==> config.mk <==
export PLATFORM = sky130hd
export DESIGN_NAME = smb_port_cfg
export DESIGN_NICKNAME = d
export VERILOG_FILES = /design/src/inc/smb_cfg_pkg.sv /design/src/hdl/smb_port_cfg.sv /design/src/hdl/line_sync.sv
export SDC_FILE = /design/constraint.sdc
export NUM_CORES = 1
export LEC_CHECK = 0
export BUFFER_PORTS_ARGS = -buffer_cell sky130_fd_sc_hd__buf_2
export CORE_MARGIN = 8
export CORE_UTILIZATION = 45
export DETAILED_ROUTE_END_ITERATION = 8
export PLACE_DENSITY = 0.75
export SYNTH_ARGS = -nofsm -noshare
export SYNTH_HDL_FRONTEND = slang
export SYNTH_SLANG_ARGS = --single-unit
export TNS_END_PERCENT = 1
==> constraint.sdc <==
create_clock -name clock_in -period 2.5 [get_ports clock_in]
set_clock_uncertainty 0.2 [all_clocks]
set_input_delay 0.625 -clock clock_in [delete_from_list [all_inputs] [get_ports clock_in]]
set_output_delay 0.625 -clock clock_in [all_outputs]
set_load 0.1 [all_outputs]
==> src/inc/smb_cfg_pkg.sv <==
/*
 Package for the second two-wire port configuration block: register map,
 field positions, reset values, interrupt layout, timing constants.
 Assumes a 200 MHz system clock and a 32-bit AXI4-Lite register bus.
*/
package smb_cfg_pkg;

    // Register byte addresses (printed offset is an index, byte address is 4x)
    localparam int unsigned CFG_INDEX       = 32'h0000_00c1;
    localparam logic [11:0] CFG_ADDR        = 12'(CFG_INDEX * 4);
    localparam logic [11:0] IRQ_STATUS_ADDR = 12'h000;
    localparam logic [11:0] IRQ_MASK_ADDR   = 12'h004;
    localparam logic [11:0] TIMER_CTRL_ADDR = 12'h008;

    // Configuration register fields
    localparam int ENABLE_BIT   = 7;
    localparam int INHIBIT_BIT  = 6;
    localparam int BUSY_BIT     = 5;
    localparam int HOLD_EXT_BIT = 4;
    localparam int LOW_TO_BIT   = 3;
    localparam int FREE_TO_BIT  = 2;
    localparam int SRC_HI       = 1;
    localparam int SRC_LO       = 0;
    localparam logic [7:0] CFG_RESET      = 8'h00;
    localparam logic [7:0] CFG_WRITE_MASK = 8'hdf;

    // Timer control register: split mode flag of the timeout timer
    localparam int SPLIT_BIT = 0;

    // Interrupt status and mask layout
    localparam int IRQ_W          = 4;
    localparam int IRQ_START_BIT  = 0;
    localparam int IRQ_STOP_BIT   = 1;
    localparam int IRQ_FREE_BIT   = 2;
    localparam int IRQ_SLAVE_BIT  = 3;
    localparam logic [IRQ_W-1:0] IRQ_RESET = 4'h0;

    // Free timeout: more than this many bit-rate periods with both lines high
    localparam int unsigned FREE_PERIODS = 10;

    // Setup/hold extension figures in system clocks
    localparam int unsigned CLK_MHZ       = 200;
    localparam int unsigned HOLD_NORMAL_NS   = 15;
    localparam int unsigned HOLD_EXTENDED_NS = 60;
    localparam int unsigned HOLD_NORMAL_CYC   = (HOLD_NORMAL_NS * CLK_MHZ + 999) / 1000;
    localparam int unsigned HOLD_EXTENDED_CYC = (HOLD_EXTENDED_NS * CLK_MHZ + 999) / 1000;

    // AXI response codes
    localparam logic [1:0] RESP_OKAY   = 2'b00;
    localparam logic [1:0] RESP_SLVERR = 2'b10;

    // Bit-rate source encodings
    typedef enum logic [1:0] {
        SRC_TIMER0    = 2'b00,
        SRC_TIMER5    = 2'b01,
        SRC_TIMER2_HI = 2'b10,
        SRC_TIMER2_LO = 2'b11
    } rate_src_e;

    // Timer overflow pulses offered as bit-rate sources
    typedef struct packed {
        logic timer2_lo;
        logic timer2_hi;
        logic timer5;
        logic timer0;
    } overflow_s;

    // Reload request toward the timeout timer
    typedef struct packed {
        logic reload_high;
        logic reload_low;
    } reload_s;

endpackage

==> src/hdl/smb_port_cfg.sv <==
/*
 Configuration and status block for the second two-wire port: AXI4-Lite
 register slave, bus monitor (busy, start/stop, free timeout), clock-low
 timeout timer steering, bit-rate source select and interrupt logic.
 Assumes timer overflows arrive as one-cycle pulses on clock_in and the
 bus lines arrive asynchronously.
*/
// The AXI4-Lite register port was chosen for this implementation.
// What this block does
// - While enabled the port watches both bus lines, and while disabled it is idle.
// - With slave inhibit set no slave event raises an interrupt, but master events still do.
// - The busy flag is set by hardware while a transfer runs on the bus.
// - The busy flag clears on a stop condition or on bus-free timeout expiry.
// - The hold extension bit picks normal or extended data setup and hold time.
// - With clock-low timeout on, the timer is held in reload while clock is high and counts while low.
// - In split mode only the timer high byte is held in reload while clock is high.
// - With free timeout on, both lines high for over 10 bit-rate periods means the bus is free.
// - The two-bit source field selects timer 0, timer 5, timer 2 high or timer 2 low overflow.
module smb_port_cfg
#(
    parameter int unsigned FREE_COUNT = smb_cfg_pkg::FREE_PERIODS
)
(
    input  wire logic                   clock_in,
    input  wire logic                   arst_n_in,
    input  wire logic [11:0]            s_axi_awaddr_in,
    input  wire logic                   s_axi_awvalid_in,
    output logic                        s_axi_awready_out,
    input  wire logic [31:0]            s_axi_wdata_in,
    input  wire logic [3:0]             s_axi_wstrb_in,
    input  wire logic                   s_axi_wvalid_in,
    output logic                        s_axi_wready_out,
    output logic [1:0]                  s_axi_bresp_out,
    output logic                        s_axi_bvalid_out,
    input  wire logic                   s_axi_bready_in,
    input  wire logic [11:0]            s_axi_araddr_in,
    input  wire logic                   s_axi_arvalid_in,
    output logic                        s_axi_arready_out,
    output logic [31:0]                 s_axi_rdata_out,
    output logic [1:0]                  s_axi_rresp_out,
    output logic                        s_axi_rvalid_out,
    input  wire logic                   s_axi_rready_in,
    input  wire logic                   data_line_in,
    input  wire logic                   clock_line_in,
    input  wire smb_cfg_pkg::overflow_s overflow_in,
    input  wire logic                   slave_event_in,
    input  wire logic                   master_event_in,
    output smb_cfg_pkg::reload_s        reload_out,
    output logic                        bit_tick_out,
    output logic [7:0]                  hold_cycles_out,
    output logic                        port_active_out,
    output logic                        event_irq_out,
    output logic                        irq_out
);
    import smb_cfg_pkg::*;

    logic [7:0]       cfg;
    logic             split_mode;
    logic [IRQ_W-1:0] irq_status;
    logic [IRQ_W-1:0] irq_mask;
    logic             busy;
    logic [7:0]       free_cnt;
    logic             sda;
    logic             scl;
    logic             sda_rise;
    logic             sda_fall;
    logic             scl_rise;
    logic             scl_fall;
    logic             tick;
    logic             start_det;
    logic             stop_det;
    logic             free_expire;
    logic [11:0]      aw_addr;
    logic             aw_held;
    logic [31:0]      w_data;
    logic [3:0]       w_strb;
    logic             w_held;
    logic             wr_fire;
    logic             wr_cfg;
    logic             wr_status;
    logic             wr_mask;
    logic             wr_timer;
    logic [IRQ_W-1:0] events;
    logic [31:0]      next_rdata;
    logic [1:0]       next_rresp;

    // Both lines pass two flops before anything reads them
    line_sync u_sda
    (
        .clock_in  (clock_in),
        .arst_n_in (arst_n_in),
        .line_in   (data_line_in),
        .level_out (sda),
        .rise_out  (sda_rise),
        .fall_out  (sda_fall)
    );

    line_sync u_scl
    (
        .clock_in  (clock_in),
        .arst_n_in (arst_n_in),
        .line_in   (clock_line_in),
        .level_out (scl),
        .rise_out  (scl_rise),
        .fall_out  (scl_fall)
    );

    // Bit-rate time base from the selected overflow pulse
    always_comb
    begin
        case (rate_src_e'(cfg[SRC_HI:SRC_LO]))
            SRC_TIMER0:    tick = overflow_in.timer0;
            SRC_TIMER5:    tick = overflow_in.timer5;
            SRC_TIMER2_HI: tick = overflow_in.timer2_hi;
            SRC_TIMER2_LO: tick = overflow_in.timer2_lo;
            default:       tick = 1'b0;
        endcase
    end

    // Conditions are only seen while the port is enabled
    assign start_det = cfg[ENABLE_BIT] & scl & sda_fall;
    assign stop_det  = cfg[ENABLE_BIT] & scl & sda_rise;

    // Free timeout counter, cleared whenever a line is low
    always_ff @(posedge clock_in or negedge arst_n_in)
    begin
        if (!arst_n_in)
            free_cnt <= 8'h00;
        else if (!cfg[ENABLE_BIT] || !cfg[FREE_TO_BIT] || !sda || !scl || !busy)
            free_cnt <= 8'h00;
        else if (tick && free_cnt <= 8'(FREE_COUNT))
            free_cnt <= free_cnt + 8'h01;
    end

    // More than the count: expire on the period after the tenth
    assign free_expire = busy && sda && scl && cfg[FREE_TO_BIT] && tick && (free_cnt == 8'(FREE_COUNT));

    // Busy flag: start or clock-line fall sets, stop or free timeout clears, set wins
    always_ff @(posedge clock_in or negedge arst_n_in)
    begin
        if (!arst_n_in)
            busy <= 1'b0;
        else if (!cfg[ENABLE_BIT])
            busy <= 1'b0;
        else if (start_det || scl_fall)
            busy <= 1'b1;
        else if (stop_det || free_expire)
            busy <= 1'b0;
    end

    // Timer reload steering follows the synchronised clock line
    always_ff @(posedge clock_in or negedge arst_n_in)
    begin
        if (!arst_n_in)
            reload_out <= '0;
        else
        begin
            reload_out.reload_high <= cfg[ENABLE_BIT] & cfg[LOW_TO_BIT] & scl;
            reload_out.reload_low  <= cfg[ENABLE_BIT] & cfg[LOW_TO_BIT] & scl & ~split_mode;
        end
    end

    // Registered copies of tick, hold time and enable
    always_ff @(posedge clock_in or negedge arst_n_in)
    begin
        if (!arst_n_in)
        begin
            bit_tick_out    <= 1'b0;
            hold_cycles_out <= 8'(HOLD_NORMAL_CYC);
            port_active_out <= 1'b0;
        end
        else
        begin
            bit_tick_out    <= tick & cfg[ENABLE_BIT];
            hold_cycles_out <= cfg[HOLD_EXT_BIT] ? 8'(HOLD_EXTENDED_CYC) : 8'(HOLD_NORMAL_CYC);
            port_active_out <= cfg[ENABLE_BIT];
        end
    end

    // Slave interrupt gated by inhibit; master events pass untouched
    always_ff @(posedge clock_in or negedge arst_n_in)
    begin
        if (!arst_n_in)
            event_irq_out <= 1'b0;
        else
            event_irq_out <= cfg[ENABLE_BIT] & (master_event_in | (slave_event_in & ~cfg[INHIBIT_BIT]));
    end

    // Event vector into sticky status
    always_comb
    begin
        events                = '0;
        events[IRQ_START_BIT] = start_det;
        events[IRQ_STOP_BIT]  = stop_det;
        events[IRQ_FREE_BIT]  = free_expire;
        events[IRQ_SLAVE_BIT] = cfg[ENABLE_BIT] & slave_event_in & ~cfg[INHIBIT_BIT];
    end

    // Write channel capture; address and data may come in either order
    assign wr_fire   = aw_held && w_held && !s_axi_bvalid_out;
    assign wr_cfg    = wr_fire && aw_addr == CFG_ADDR && w_strb[0];
    assign wr_status = wr_fire && aw_addr == IRQ_STATUS_ADDR && w_strb[0];
    assign wr_mask   = wr_fire && aw_addr == IRQ_MASK_ADDR && w_strb[0];
    assign wr_timer  = wr_fire && aw_addr == TIMER_CTRL_ADDR && w_strb[0];

    always_ff @(posedge clock_in or negedge arst_n_in)
    begin
        if (!arst_n_in)
        begin
            aw_held           <= 1'b0;
            aw_addr           <= 12'h000;
            s_axi_awready_out <= 1'b0;
        end
        else
        begin
            s_axi_awready_out <= !aw_held && !s_axi_awready_out && s_axi_awvalid_in;
            if (s_axi_awready_out && s_axi_awvalid_in)
            begin
                aw_held <= 1'b1;
                aw_addr <= s_axi_awaddr_in;
            end
            else if (wr_fire)
                aw_held <= 1'b0;
        end
    end

    always_ff @(posedge clock_in or negedge arst_n_in)
    begin
        if (!arst_n_in)
        begin
            w_held           <= 1'b0;
            w_data           <= 32'h0000_0000;
            w_strb           <= 4'h0;
            s_axi_wready_out <= 1'b0;
        end
        else
        begin
            s_axi_wready_out <= !w_held && !s_axi_wready_out && s_axi_wvalid_in;
            if (s_axi_wready_out && s_axi_wvalid_in)
            begin
                w_held <= 1'b1;
                w_data <= s_axi_wdata_in;
                w_strb <= s_axi_wstrb_in;
            end
            else if (wr_fire)
                w_held <= 1'b0;
        end
    end

    // Write response; unmapped addresses answer SLVERR
    always_ff @(posedge clock_in or negedge arst_n_in)
    begin
        if (!arst_n_in)
        begin
            s_axi_bvalid_out <= 1'b0;
            s_axi_bresp_out  <= RESP_OKAY;
        end
        else if (wr_fire)
        begin
            s_axi_bvalid_out <= 1'b1;
            s_axi_bresp_out  <= (aw_addr == CFG_ADDR || aw_addr == IRQ_STATUS_ADDR ||
                                 aw_addr == IRQ_MASK_ADDR || aw_addr == TIMER_CTRL_ADDR) ? RESP_OKAY : RESP_SLVERR;
        end
        else if (s_axi_bready_in)
            s_axi_bvalid_out <= 1'b0;
    end

    // Software-writable config bits; busy bit is read-only
    always_ff @(posedge clock_in or negedge arst_n_in)
    begin
        if (!arst_n_in)
        begin
            cfg        <= CFG_RESET;
            split_mode <= 1'b0;
            irq_mask   <= IRQ_RESET;
        end
        else
        begin
            if (wr_cfg)
                cfg <= w_data[7:0] & CFG_WRITE_MASK;
            if (wr_timer)
                split_mode <= w_data[SPLIT_BIT];
            if (wr_mask)
                irq_mask <= w_data[IRQ_W-1:0];
        end
    end

    // Sticky status, write one to clear; a new event wins over the clear
    always_ff @(posedge clock_in or negedge arst_n_in)
    begin
        if (!arst_n_in)
            irq_status <= IRQ_RESET;
        else
            irq_status <= (irq_status & ~(wr_status ? w_data[IRQ_W-1:0] : '0)) | events;
    end

    always_ff @(posedge clock_in or negedge arst_n_in)
    begin
        if (!arst_n_in)
            irq_out <= 1'b0;
        else
            irq_out <= |(irq_status & irq_mask);
    end

    // Read mux; busy bit shows live hardware state
    always_comb
    begin
        next_rdata = 32'h0000_0000;
        next_rresp = RESP_OKAY;
        case (s_axi_araddr_in)
            CFG_ADDR:
            begin
                next_rdata[7:0]      = cfg;
                next_rdata[BUSY_BIT] = busy;
            end
            IRQ_STATUS_ADDR: next_rdata[IRQ_W-1:0]   = irq_status;
            IRQ_MASK_ADDR:   next_rdata[IRQ_W-1:0]   = irq_mask;
            TIMER_CTRL_ADDR: next_rdata[SPLIT_BIT]   = split_mode;
            default:         next_rresp = RESP_SLVERR;
        endcase
    end

    always_ff @(posedge clock_in or negedge arst_n_in)
    begin
        if (!arst_n_in)
        begin
            s_axi_arready_out <= 1'b0;
            s_axi_rvalid_out  <= 1'b0;
            s_axi_rdata_out   <= 32'h0000_0000;
            s_axi_rresp_out   <= RESP_OKAY;
        end
        else
        begin
            s_axi_arready_out <= !s_axi_arready_out && !s_axi_rvalid_out && s_axi_arvalid_in;
            if (s_axi_arready_out && s_axi_arvalid_in)
            begin
                s_axi_rvalid_out <= 1'b1;
                s_axi_rdata_out  <= next_rdata;
                s_axi_rresp_out  <= next_rresp;
            end
            else if (s_axi_rready_in)
                s_axi_rvalid_out <= 1'b0;
        end
    end
endmodule // smb_port_cfg

==> src/hdl/line_sync.sv <==
/*
 Two-flop synchroniser with registered edge detection for one bus line.
 Assumes the line is asynchronous to clock_in; the first flop feeds only
 the second.
*/
module line_sync
(
    input  wire logic clock_in,
    input  wire logic arst_n_in,
    input  wire logic line_in,
    output logic      level_out,
    output logic      rise_out,
    output logic      fall_out
);
    logic meta;
    logic prev;

    // Idle bus is high, so flops reset to one
    always_ff @(posedge clock_in or negedge arst_n_in)
    begin
        if (!arst_n_in)
        begin
            meta      <= 1'b1;
            level_out <= 1'b1;
            prev      <= 1'b1;
        end
        else
        begin
            meta      <= line_in;
            level_out <= meta;
            prev      <= level_out;
        end
    end

    // Edges compare synchronised level against its previous value
    assign rise_out = level_out & ~prev;
    assign fall_out = ~level_out & prev;

endmodule // line_sync

==> metrics.txt, run 1 <==
via/cell ratio approximately 5; worst skew pair latency 0.34 ns; setup slack after layout approximately 0.34 ns; Mapped Cells between 200 and 300; Worst EP required 2.53 ns; asr flop ratio synth 100%; first-pass GRT wire length ~11000 µm; met2 WL roughly 3200 µm; slowest stage cell, crit path or4_1; met3 wire length approximately 800 µm; Filler Cell Count between 600 and 700; Detail Placement HPWL 5390 µm; measured slew at the worst slew-check pin 0.566 ns; crit-path cells or4_1, nor4_4, nand2_2, mux2_1; Post-Route Utilization between 50% and 60%; WL met1 roughly 3000 µm; routed vias between 2000 and 2500; top cell type's share of synthesized area between 50% and 60%; Post-CTS Resized 0; CP endpoint kind flip-flop; Tcrit/Tclk final ~87%; Yosys cell types 44; Post-DRT Antenna Nets 0; ys flop type dfrtp_1; clk sink count 76; die area roughly 10000 µm²; GRT Overall Usage 13.9%; fmax about 0.46 GHz; chip width between 100 and 150 µm; CP Class reg2reg; CTS tree done; P&R area growth vs syn 18.1%; status completed; clock buffer depth 2; DRC 0; RSZ-0062 raised after global routing no; EDFF count, synth 0; GPL Wtd Cong about 0.84; initial DRC count a little under 90; Worst Path Arrival between 2 and 2.5 ns; sequential standard cell area 1910 µm²; Mapped Avg Cell Area 12.3 µm²; hold-fix buffers at CTS 0; synth top area cells dfrtp_1, mux2_2, buf_4; pin count of the biggest net entering global routing 44; vias in the first global route approximately 2300; layout cells sized above 1 35.1%; Tightest Hold Check Type in2async; max-slew violations 0; Synth Register Bits between 70 and 80; total chip power around 0.0035 W; final cell count without fillers about 460; pwr dens between 800 and 900 nW/µm²; multi-input logic area 1260 µm²; YS warnings 0; Port Buffers between 70 and 80; leakage power between 1.5 and 2 nW; CP peak stage delay 0.66 ns; Rel. slew slack slightly above 60%; Nets between 400 and 500; Chip Height 102 µm; Fin. Hold Viols 0; Fin Setup TNS 0 ns; synthesized area around 3400 µm²; type of origin of the critical path flip-flop; antenna diode count 0; Max FO, Critical Path 7; Post-CTS Setup Repair Bufs 0; CTS clk-pin slew, worst paths around 0.070 ns; top post-synthesis cells by count dfrtp_1, buf_4, mux2_2, nand2_1, mux2_1; initial antenna violation count 0; sequential area share after synthesis 57.0%; H-Tree Depth 3; placement row count 31; Maximum Capacitance Violations 0; VDD IR max a little under 0.6 mV; top cell type by total area after synthesis dfrtp_1; count leader, synth dfrtp_1; wire per inst ~16 µm; Post-Place Worst Slack 0.344 ns; aggregate global routing overflow 0; Placed Cells around 440; Num CTS Buffers 9; Final Setup Violations 0; max layer used met4; Initial DRT Pass Iterations 4; Root Driver clkbuf_8; CORE AREA slightly above 7000 µm²; Tmin final 2.16 ns; final WL just over 7000 µm; Starting Density between 40% and 50%; I/O pin count 130
[final cells by class]
cell class,instances,share of cell area [%]
flip-flops and latches,76,48.3
clock inverters,4,1.77
clock buffers,12,4.17
multi-input cells,181,31.9
repair buffers,74,9.93
inverters,9,0.854
well taps,99,3.13
[flip-flops by register name, summed over array words and instances (netlist names), 2 cells and up]
signal,cells
s_axi_rdata_out,8
hold_cycles_out,2
reload_out,2
irq_status,4
irq_mask,4
cfg,7
aw_addr,12
w_data,7
free_cnt,8
[metrics by stage]
stage | instance area, µm² | hold WS [ns]
finish | 3960 | 0.0747
global placement | 3720 | 0.149
CTS | 3960 | 0.0799
detailed placement | 3720 | 0.149
global route | 3960 | 0.108
floorplan | 3460 | 0.129
[final timing paths]
| kind | from | end | slack [ns] | cells past startpoint |
|---|---|---|---|---|
| max | aw_addr[1]$_DFFE_PN0P_ | cfg[4]$_DFFE_PN0P_ | 0.34 | 4 |
| max reg2reg | aw_addr[1]$_DFFE_PN0P_ | cfg[4]$_DFFE_PN0P_ | 0.34 | 4 |
| min reg2reg | u_scl.meta$_DFF_PN1_ | u_scl.level_out$_DFF_PN1_ | 0.16 | 0 |
| min in group clock_in | u_scl.meta$_DFF_PN1_ | u_scl.level_out$_DFF_PN1_ | 0.16 | 0 |
| min | arst_n_in | w_data[7]$_DFFE_PN0P_ | 0.07 | 1 |
| max in group asynchronous | arst_n_in | u_sda.prev$_DFF_PN1_ | 1.38 | 2 |
[power by group]
part / total, W / switching (W) / internal [W]
Combinational: 0.000831 / 0.000578 / 0.000254
Sequential: 0.00161 / 0.000168 / 0.00145
Clock: 0.00108 / 0.000435 / 0.000641
[placed cells by master (no fill, tap or decap), types with 3 or more instances in the layout]
master and count:
dfrtp_1 69, nand3_1 3, a22oi_1 6, nor3b_1 3, o21ai_0 9, and2_1 5
nor2_1 8, nor2b_1 4, inv_1 9, a22o_1 8, nor3_1 5, o21a_1 3
nor4_1 4, mux2_1 12, dfstp_2 7, conb_1 30, nand2_1 19, and3_1 6
or4_1 3, o2bb2ai_1 3, buf_2 70, a21oi_1 5, buf_4 3, mux2_2 22
clkbuf_8 12
[routing by layer]
layer / vias to the layer above / track usage [%]
li1: 1076 / -
met1: 1109 / 17.0
met2: 103 / 21.8
met3: 10 / 5.59
met4: 0 / 4.51
met5: - / 0
[worst max-delay path: cells and delay by family, from the launching register on]
kind	cells	cell delay (ns)
mux	1	0.35
flops	1	0.38
simple gates	3	1.11
[cell families (layout without fill, tap and decap cells)]
logic type | Yosys count | after routing | share of synthesized area (%)
flops | 76 | 76 | 57.0
mux | 35 | 35 | 12.1
compound gates | 45 | 45 | 9.59
simple gates | 69 | 69 | 11.8
other cells | 1 | 30 | 0.112
fa+ha+maj | 2 | 2 | 0.746
buf+inv | 45 | 99 | 8.62
Power figures use the tool's default switching activity.
==> run 2: changes to the inputs <==
Settings changed: CORE_UTILIZATION 45 to 49, PLACE_DENSITY 0.75 to 0.8.
==> metrics.txt, run 2 (synthesis gave the netlist of run 1 again) <==
CORE AREA 6720 µm² (was 7250 µm²); worst skew pair latency 0.34 ns (about the same); Num CTS Buffers 9 (unchanged); Port Buffers 71 (unchanged); post-route cell area 3890 µm² (was 3960 µm²); DRC 0 (unchanged); Fin. Hold Viols 0 (unchanged); initial DRC count 53 (was 88); GPL Wtd Cong 0.826 (was 0.843); CP bufs+invs 0 (unchanged); crit-path cells or4_1, nor4_4, nand2_2, mux2_1 (unchanged); pin count of the biggest net entering global routing 42 (was 44); first-pass GRT wire length 11000 µm (was 11300 µm); status completed (unchanged); top flop regs aw_addr x12, free_cnt x8, s_axi_rdata_out x8 (unchanged); Post-DRT Antenna Nets 0 (unchanged); R2R cell count 4 (unchanged); Worst Path Arrival 2.16 ns (was 2.19 ns); placement row count 30 (was 31); antenna diode count 0 (unchanged); P&R area growth vs syn 16.2% (was 18.1%); Post-CTS Setup Repair Bufs 0 (unchanged); Final Setup Violations 0 (unchanged); Largest register FFs 12 (unchanged); H-Tree Depth 3 (unchanged); most common cell after layout, fill and taps aside buf_2 (unchanged); die area 9740 µm² (was 10500 µm²); CP Class reg2reg (unchanged); clock buffer depth 2 (unchanged); wire per inst 15.3 µm (was 15.5 µm); Rel. slew slack 66.3% (was 62.2%); RSZ-0062 raised after global routing no (unchanged); slowest stage cell, crit path or4_1 (unchanged); CP endpoint kind flip-flop (unchanged); Tightest Hold Check Type in2async (unchanged); final WL 6700 µm (was 7060 µm); met2 global-route usage 23.7% (was 21.8%); Max FO, Critical Path 7 (unchanged); Post-CTS Resized 0 (unchanged); type of origin of the critical path flip-flop (unchanged); measured slew at the worst slew-check pin 0.506 ns (was 0.566 ns); vias in the first global route 2416 (was 2340); Root Driver clkbuf_8 (unchanged); CTS clk-pin slew, worst paths 0.08 ns (was 0.07 ns); VDD IR max 0.630 mV (was 0.587 mV); aggregate global routing overflow 0 (unchanged); CP peak stage delay 0.66 ns (about the same); clk sink count 76 (unchanged); initial antenna violation count 0 (unchanged); Tmin final 2.14 ns (was 2.16 ns); area of placed instances 3690 µm² (was 3720 µm²); CTS tree done (unchanged); I/O pin count 130 (unchanged); chip width 98.7 µm (was 102 µm); Maximum Capacitance Violations 0 (unchanged); Nets 429 (was 428); Detail Placement HPWL 5270 µm (was 5390 µm); Chip Height 98.7 µm (was 102 µm); max-slew violations 0 (unchanged); Initial DRT Pass Iterations 5 (was 4); hold-fix buffers at CTS 0 (unchanged); GRT Overall Usage 14.0% (was 13.9%); Worst EP required 2.52 ns (was 2.53 ns); Starting Density 49.9% (was 46.2%); via/cell ratio 5.15 (was 5.05); met3 Use GR 5.43% (was 5.59%); commonest cells after routing, fill and taps aside buf_2, dfrtp_1, conb_1 (unchanged); GRT Max-Usage Layer met2 (unchanged); fmax 0.467 GHz (was 0.462 GHz); routed vias 2251 (was 2298); leakage power 1.94 nW (was 1.97 nW); CP Depth 4 (unchanged); met1 usage 15.3% (was 17.0%); pwr dens 863 nW/µm² (was 890 nW/µm²); layout cells sized above 1 35.3% (was 35.1%); Crit path max-delay family simple AND/OR/NAND/NOR gates (unchanged); Fin Setup TNS 0 ns (unchanged); Filler Cell Count 588 (was 660); Tcrit/Tclk final 85.7% (was 86.5%); Top reg by flops aw_addr (unchanged)
## run 2: metal layers
layer | up-vias | part of all wire (%)
met5 | - | 0
met4 | 0 | 1.4
met3 | 9 | 9.2
met2 | 81 | 48
met1 | 1084 | 42
li1 | 1077 | -
## run 2: path summary, 6_finish.rpt
| kind | start | to | slack, ns |
|---|---|---|---|
| setup / recovery | aw_addr[1]$_DFFE_PN0P_ | cfg[2]$_DFFE_PN0P_ | 0.36 |
| hold / removal | arst_n_in | aw_addr[7]$_DFFE_PN0P_ | 0.05 |
| setup reg to reg | aw_addr[1]$_DFFE_PN0P_ | cfg[2]$_DFFE_PN0P_ | 0.36 |
| hold reg to reg | u_sda.meta$_DFF_PN1_ | u_sda.level_out$_DFF_PN1_ | 0.16 |
| max in group asynchronous | arst_n_in | u_scl.prev$_DFF_PN1_ | 1.38 |
| min in group clock_in | u_sda.meta$_DFF_PN1_ | u_sda.level_out$_DFF_PN1_ | 0.16 |
## run 2: through the flow
step           worst slack (ns)  hold slack [ns]  cells  utilization (%)  power [W]
2_1_floorplan             0.184            0.129    302                -    0.00231
3_3_place_gp              0.406            0.147    421             55.0    0.00243
3_5_place_dp              0.356            0.149    421             55.0    0.00247
4_1_cts                   0.341           0.0588    437             58.0    0.00340
5_1_grt                   0.245           0.0841    437             58.0    0.00352
6_report                  0.357           0.0502    437             58.0    0.00336
## run 2: final cells by class
class | instances | area, µm² | share of cell area, %
Sequential cell | 76 | 1910 | 49.1
Timing Repair Buffer | 75 | 388 | 9.96
Tap cell | 80 | 100 | 2.57
Clock buffer | 10 | 138 | 3.53
Clock inverter | 6 | 63.8 | 1.64
Inverter | 9 | 33.8 | 0.867
Multi-Input combinational cell | 181 | 1260 | 32.4
## run 2: power by group
group | switching, W | internal (W)
clock network | 0.000435 | 0.000486
registers | 0.000170 | 0.00145
logic | 0.000574 | 0.000252
==> run 3: changes to the inputs <==
Settings changed: SYNTH_HIERARCHICAL set to 1.
==> metrics.txt, run 3 <==
status completed (unchanged); GPL Wtd Cong 0.823 (was 0.826); Starting Density 49.9% (about the same); Flop pwr share 46.9% (was 48.0%); Mapped Avg Cell Area 12.8 µm² (was 12.3 µm²); Root Driver clkbuf_8 (unchanged); top flop regs aw_addr x12, free_cnt x8, s_axi_rdata_out x8 (unchanged); initial antenna violation count 0 (unchanged); aggregate global routing overflow 0 (unchanged); Largest register FFs 12 (unchanged); YS warnings 6 (was 0); Psw 0.00119 W (was 0.00118 W); DRC 0 (unchanged); pwr dens 892 nW/µm² (was 863 nW/µm²); Chip Height 98.7 µm (about the same); leakage power 1.94 nW (about the same); setup slack after layout 0.315 ns (was 0.357 ns); CP bufs+invs 0 (unchanged); met1 usage 16.7% (was 15.3%); CP peak stage delay 0.58 ns (was 0.66 ns); antenna diode count 0 (unchanged); Fin Setup TNS 0 ns (unchanged); Max FO, Critical Path 7 (unchanged); slowest stage cell, crit path or4_4 (was or4_1); Detail Placement HPWL 5260 µm (was 5270 µm); Num CTS Buffers 9 (unchanged); CTS clk-pin slew, worst paths 0.07 ns (was 0.08 ns); Crit path max-delay family simple AND/OR/NAND/NOR gates (unchanged); max-slew violations 0 (unchanged); hold-fix buffers at CTS 0 (unchanged); worst skew pair latency 0.35 ns (was 0.34 ns); CORE AREA 6720 µm² (unchanged); fmax 0.458 GHz (was 0.467 GHz); placement row count 30 (unchanged); commonest cells after routing, fill and taps aside buf_2, dfrtp_1, mux2_2 (was buf_2, dfrtp_1, conb_1); RSZ-0062 raised after global routing no (unchanged); Int Power 0.00232 W (was 0.00218 W); GRT Max-Usage Layer met2 (unchanged); Min Hold Slack 0.0429 ns (was 0.0502 ns); measured slew at the worst slew-check pin 0.513 ns (was 0.506 ns); met3 Use GR 8.39% (was 5.43%); first-pass GRT wire length 11700 µm (was 11000 µm); GRT Overall Usage 15.0% (was 14.0%); Maximum Capacitance Violations 0 (unchanged); pin count of the biggest net entering global routing 40 (was 42); routed vias 2230 (was 2251); CP Class reg2reg (unchanged); Initial DRT Pass Iterations 4 (was 5); Mapped Cells 262 (was 273); vias in the first global route 2415 (was 2416); P&R area growth vs syn 17.1% (was 16.2%); Tcrit/Tclk final 87.4% (was 85.7%); Final Setup Violations 0 (unchanged); switching part of the total 33.9% (was 35.1%); clk sink count 76 (unchanged); wire per inst 16.1 µm (was 15.3 µm); Post-CTS Resized 0 (unchanged); via/cell ratio 5.21 (was 5.15); VDD IR max 0.579 mV (was 0.630 mV); type of origin of the critical path flip-flop (unchanged); chip width 98.7 µm (about the same); Port Buffers 71 (unchanged); Post-DRT Antenna Nets 0 (unchanged); H-Tree Depth 3 (unchanged); initial DRC count 50 (was 53); synthesized area 3350 µm² (about the same); Rel. slew slack 65.8% (was 66.3%); clock buffer depth 2 (unchanged); I/O pin count 130 (unchanged); Tmin final 2.19 ns (was 2.14 ns); most common cell after layout, fill and taps aside buf_2 (unchanged); Worst EP required 2.53 ns (was 2.52 ns); Post-Route Utilization 58.4% (was 58.0%); crit-path cells or4_4, nor4_4, nand4_4, mux2_2 (was or4_1, nor4_4, nand2_2, mux2_1); layout cells sized above 1 40.8% (was 35.3%); clock power share 29.9% (was 27.4%); Post-Place Worst Slack 0.313 ns (was 0.356 ns); final WL 6910 µm (was 6700 µm); Fin. Hold Viols 0 (unchanged); Post-CTS Setup Repair Bufs 0 (unchanged); die area 9750 µm² (was 9740 µm²); combinational group share of total power 23.2% (was 24.6%); Tightest Hold Check Type in2async (unchanged); Nets 420 (was 429); CP endpoint kind flip-flop (unchanged); met2 global-route usage 23.9% (was 23.7%); CTS tree done (unchanged); Top reg by flops aw_addr (unchanged); Worst Path Arrival 2.22 ns (was 2.16 ns)
==> run 3: worst reg2reg max path: cells and delay by family (launching register included) <==
family | cells | cell delay [ns]
simple gates | 3 | 1.17
flops | 1 | 0.38
mux | 1 | 0.32
==> run 3: final cells by class <==
type                            instances  area [µm²]
Clock buffer                           12         155
Multi-Input combinational cell        174        1270
Fill cell                             561        2790
Sequential cell                        76        1910
Timing Repair Buffer                   75         388
Clock inverter                          4        72.6
Tap cell                               80         100
Inverter                                7        26.3
==> run 3: per-layer routing <==
layer	routed length [µm]	share of wire, %
met1	2880	42
met3	700	10
met2	3230	47
met4	104	1.5
met5	0	0
==> run 3: final timing paths <==
check,startpoint,endpoint,slack (ns),cells after the start
setup / recovery,aw_addr[7]$_DFFE_PN0P_,cfg[2]$_DFFE_PN0P_,0.31,4
hold / removal,arst_n_in,w_data[7]$_DFFE_PN0P_,0.04,1
setup reg to reg,aw_addr[7]$_DFFE_PN0P_,cfg[2]$_DFFE_PN0P_,0.31,4
hold reg to reg,u_scl/meta$_DFF_PN1_,u_scl/level_out$_DFF_PN1_,0.16,0
max in group asynchronous,arst_n_in,u_sda/prev$_DFF_PN1_,1.44,2
min in group clock_in,u_scl/meta$_DFF_PN1_,u_scl/level_out$_DFF_PN1_,0.16,0
==> run 3: through the flow <==
stage	instances	instance area, µm²	power [W]
final	428	3930	0.00350
after global routing	428	3930	0.00369
after CTS	428	3930	0.00354
after detailed placement	412	3700	0.00249
after global placement	412	3700	0.00246
after floorplan	291	3460	0.00233
==> run 3: power by group through the flow <==
stage	clock network [W]	logic (W)	registers, W
2_1_floorplan	0	0.000546	0.00178
3_3_place_gp	0	0.000801	0.00165
3_5_place_dp	0	0.000820	0.00167
4_1_cts	0.00107	0.000822	0.00164
5_1_grt	0.00114	0.000871	0.00168
6_report	0.00105	0.000814	0.00164
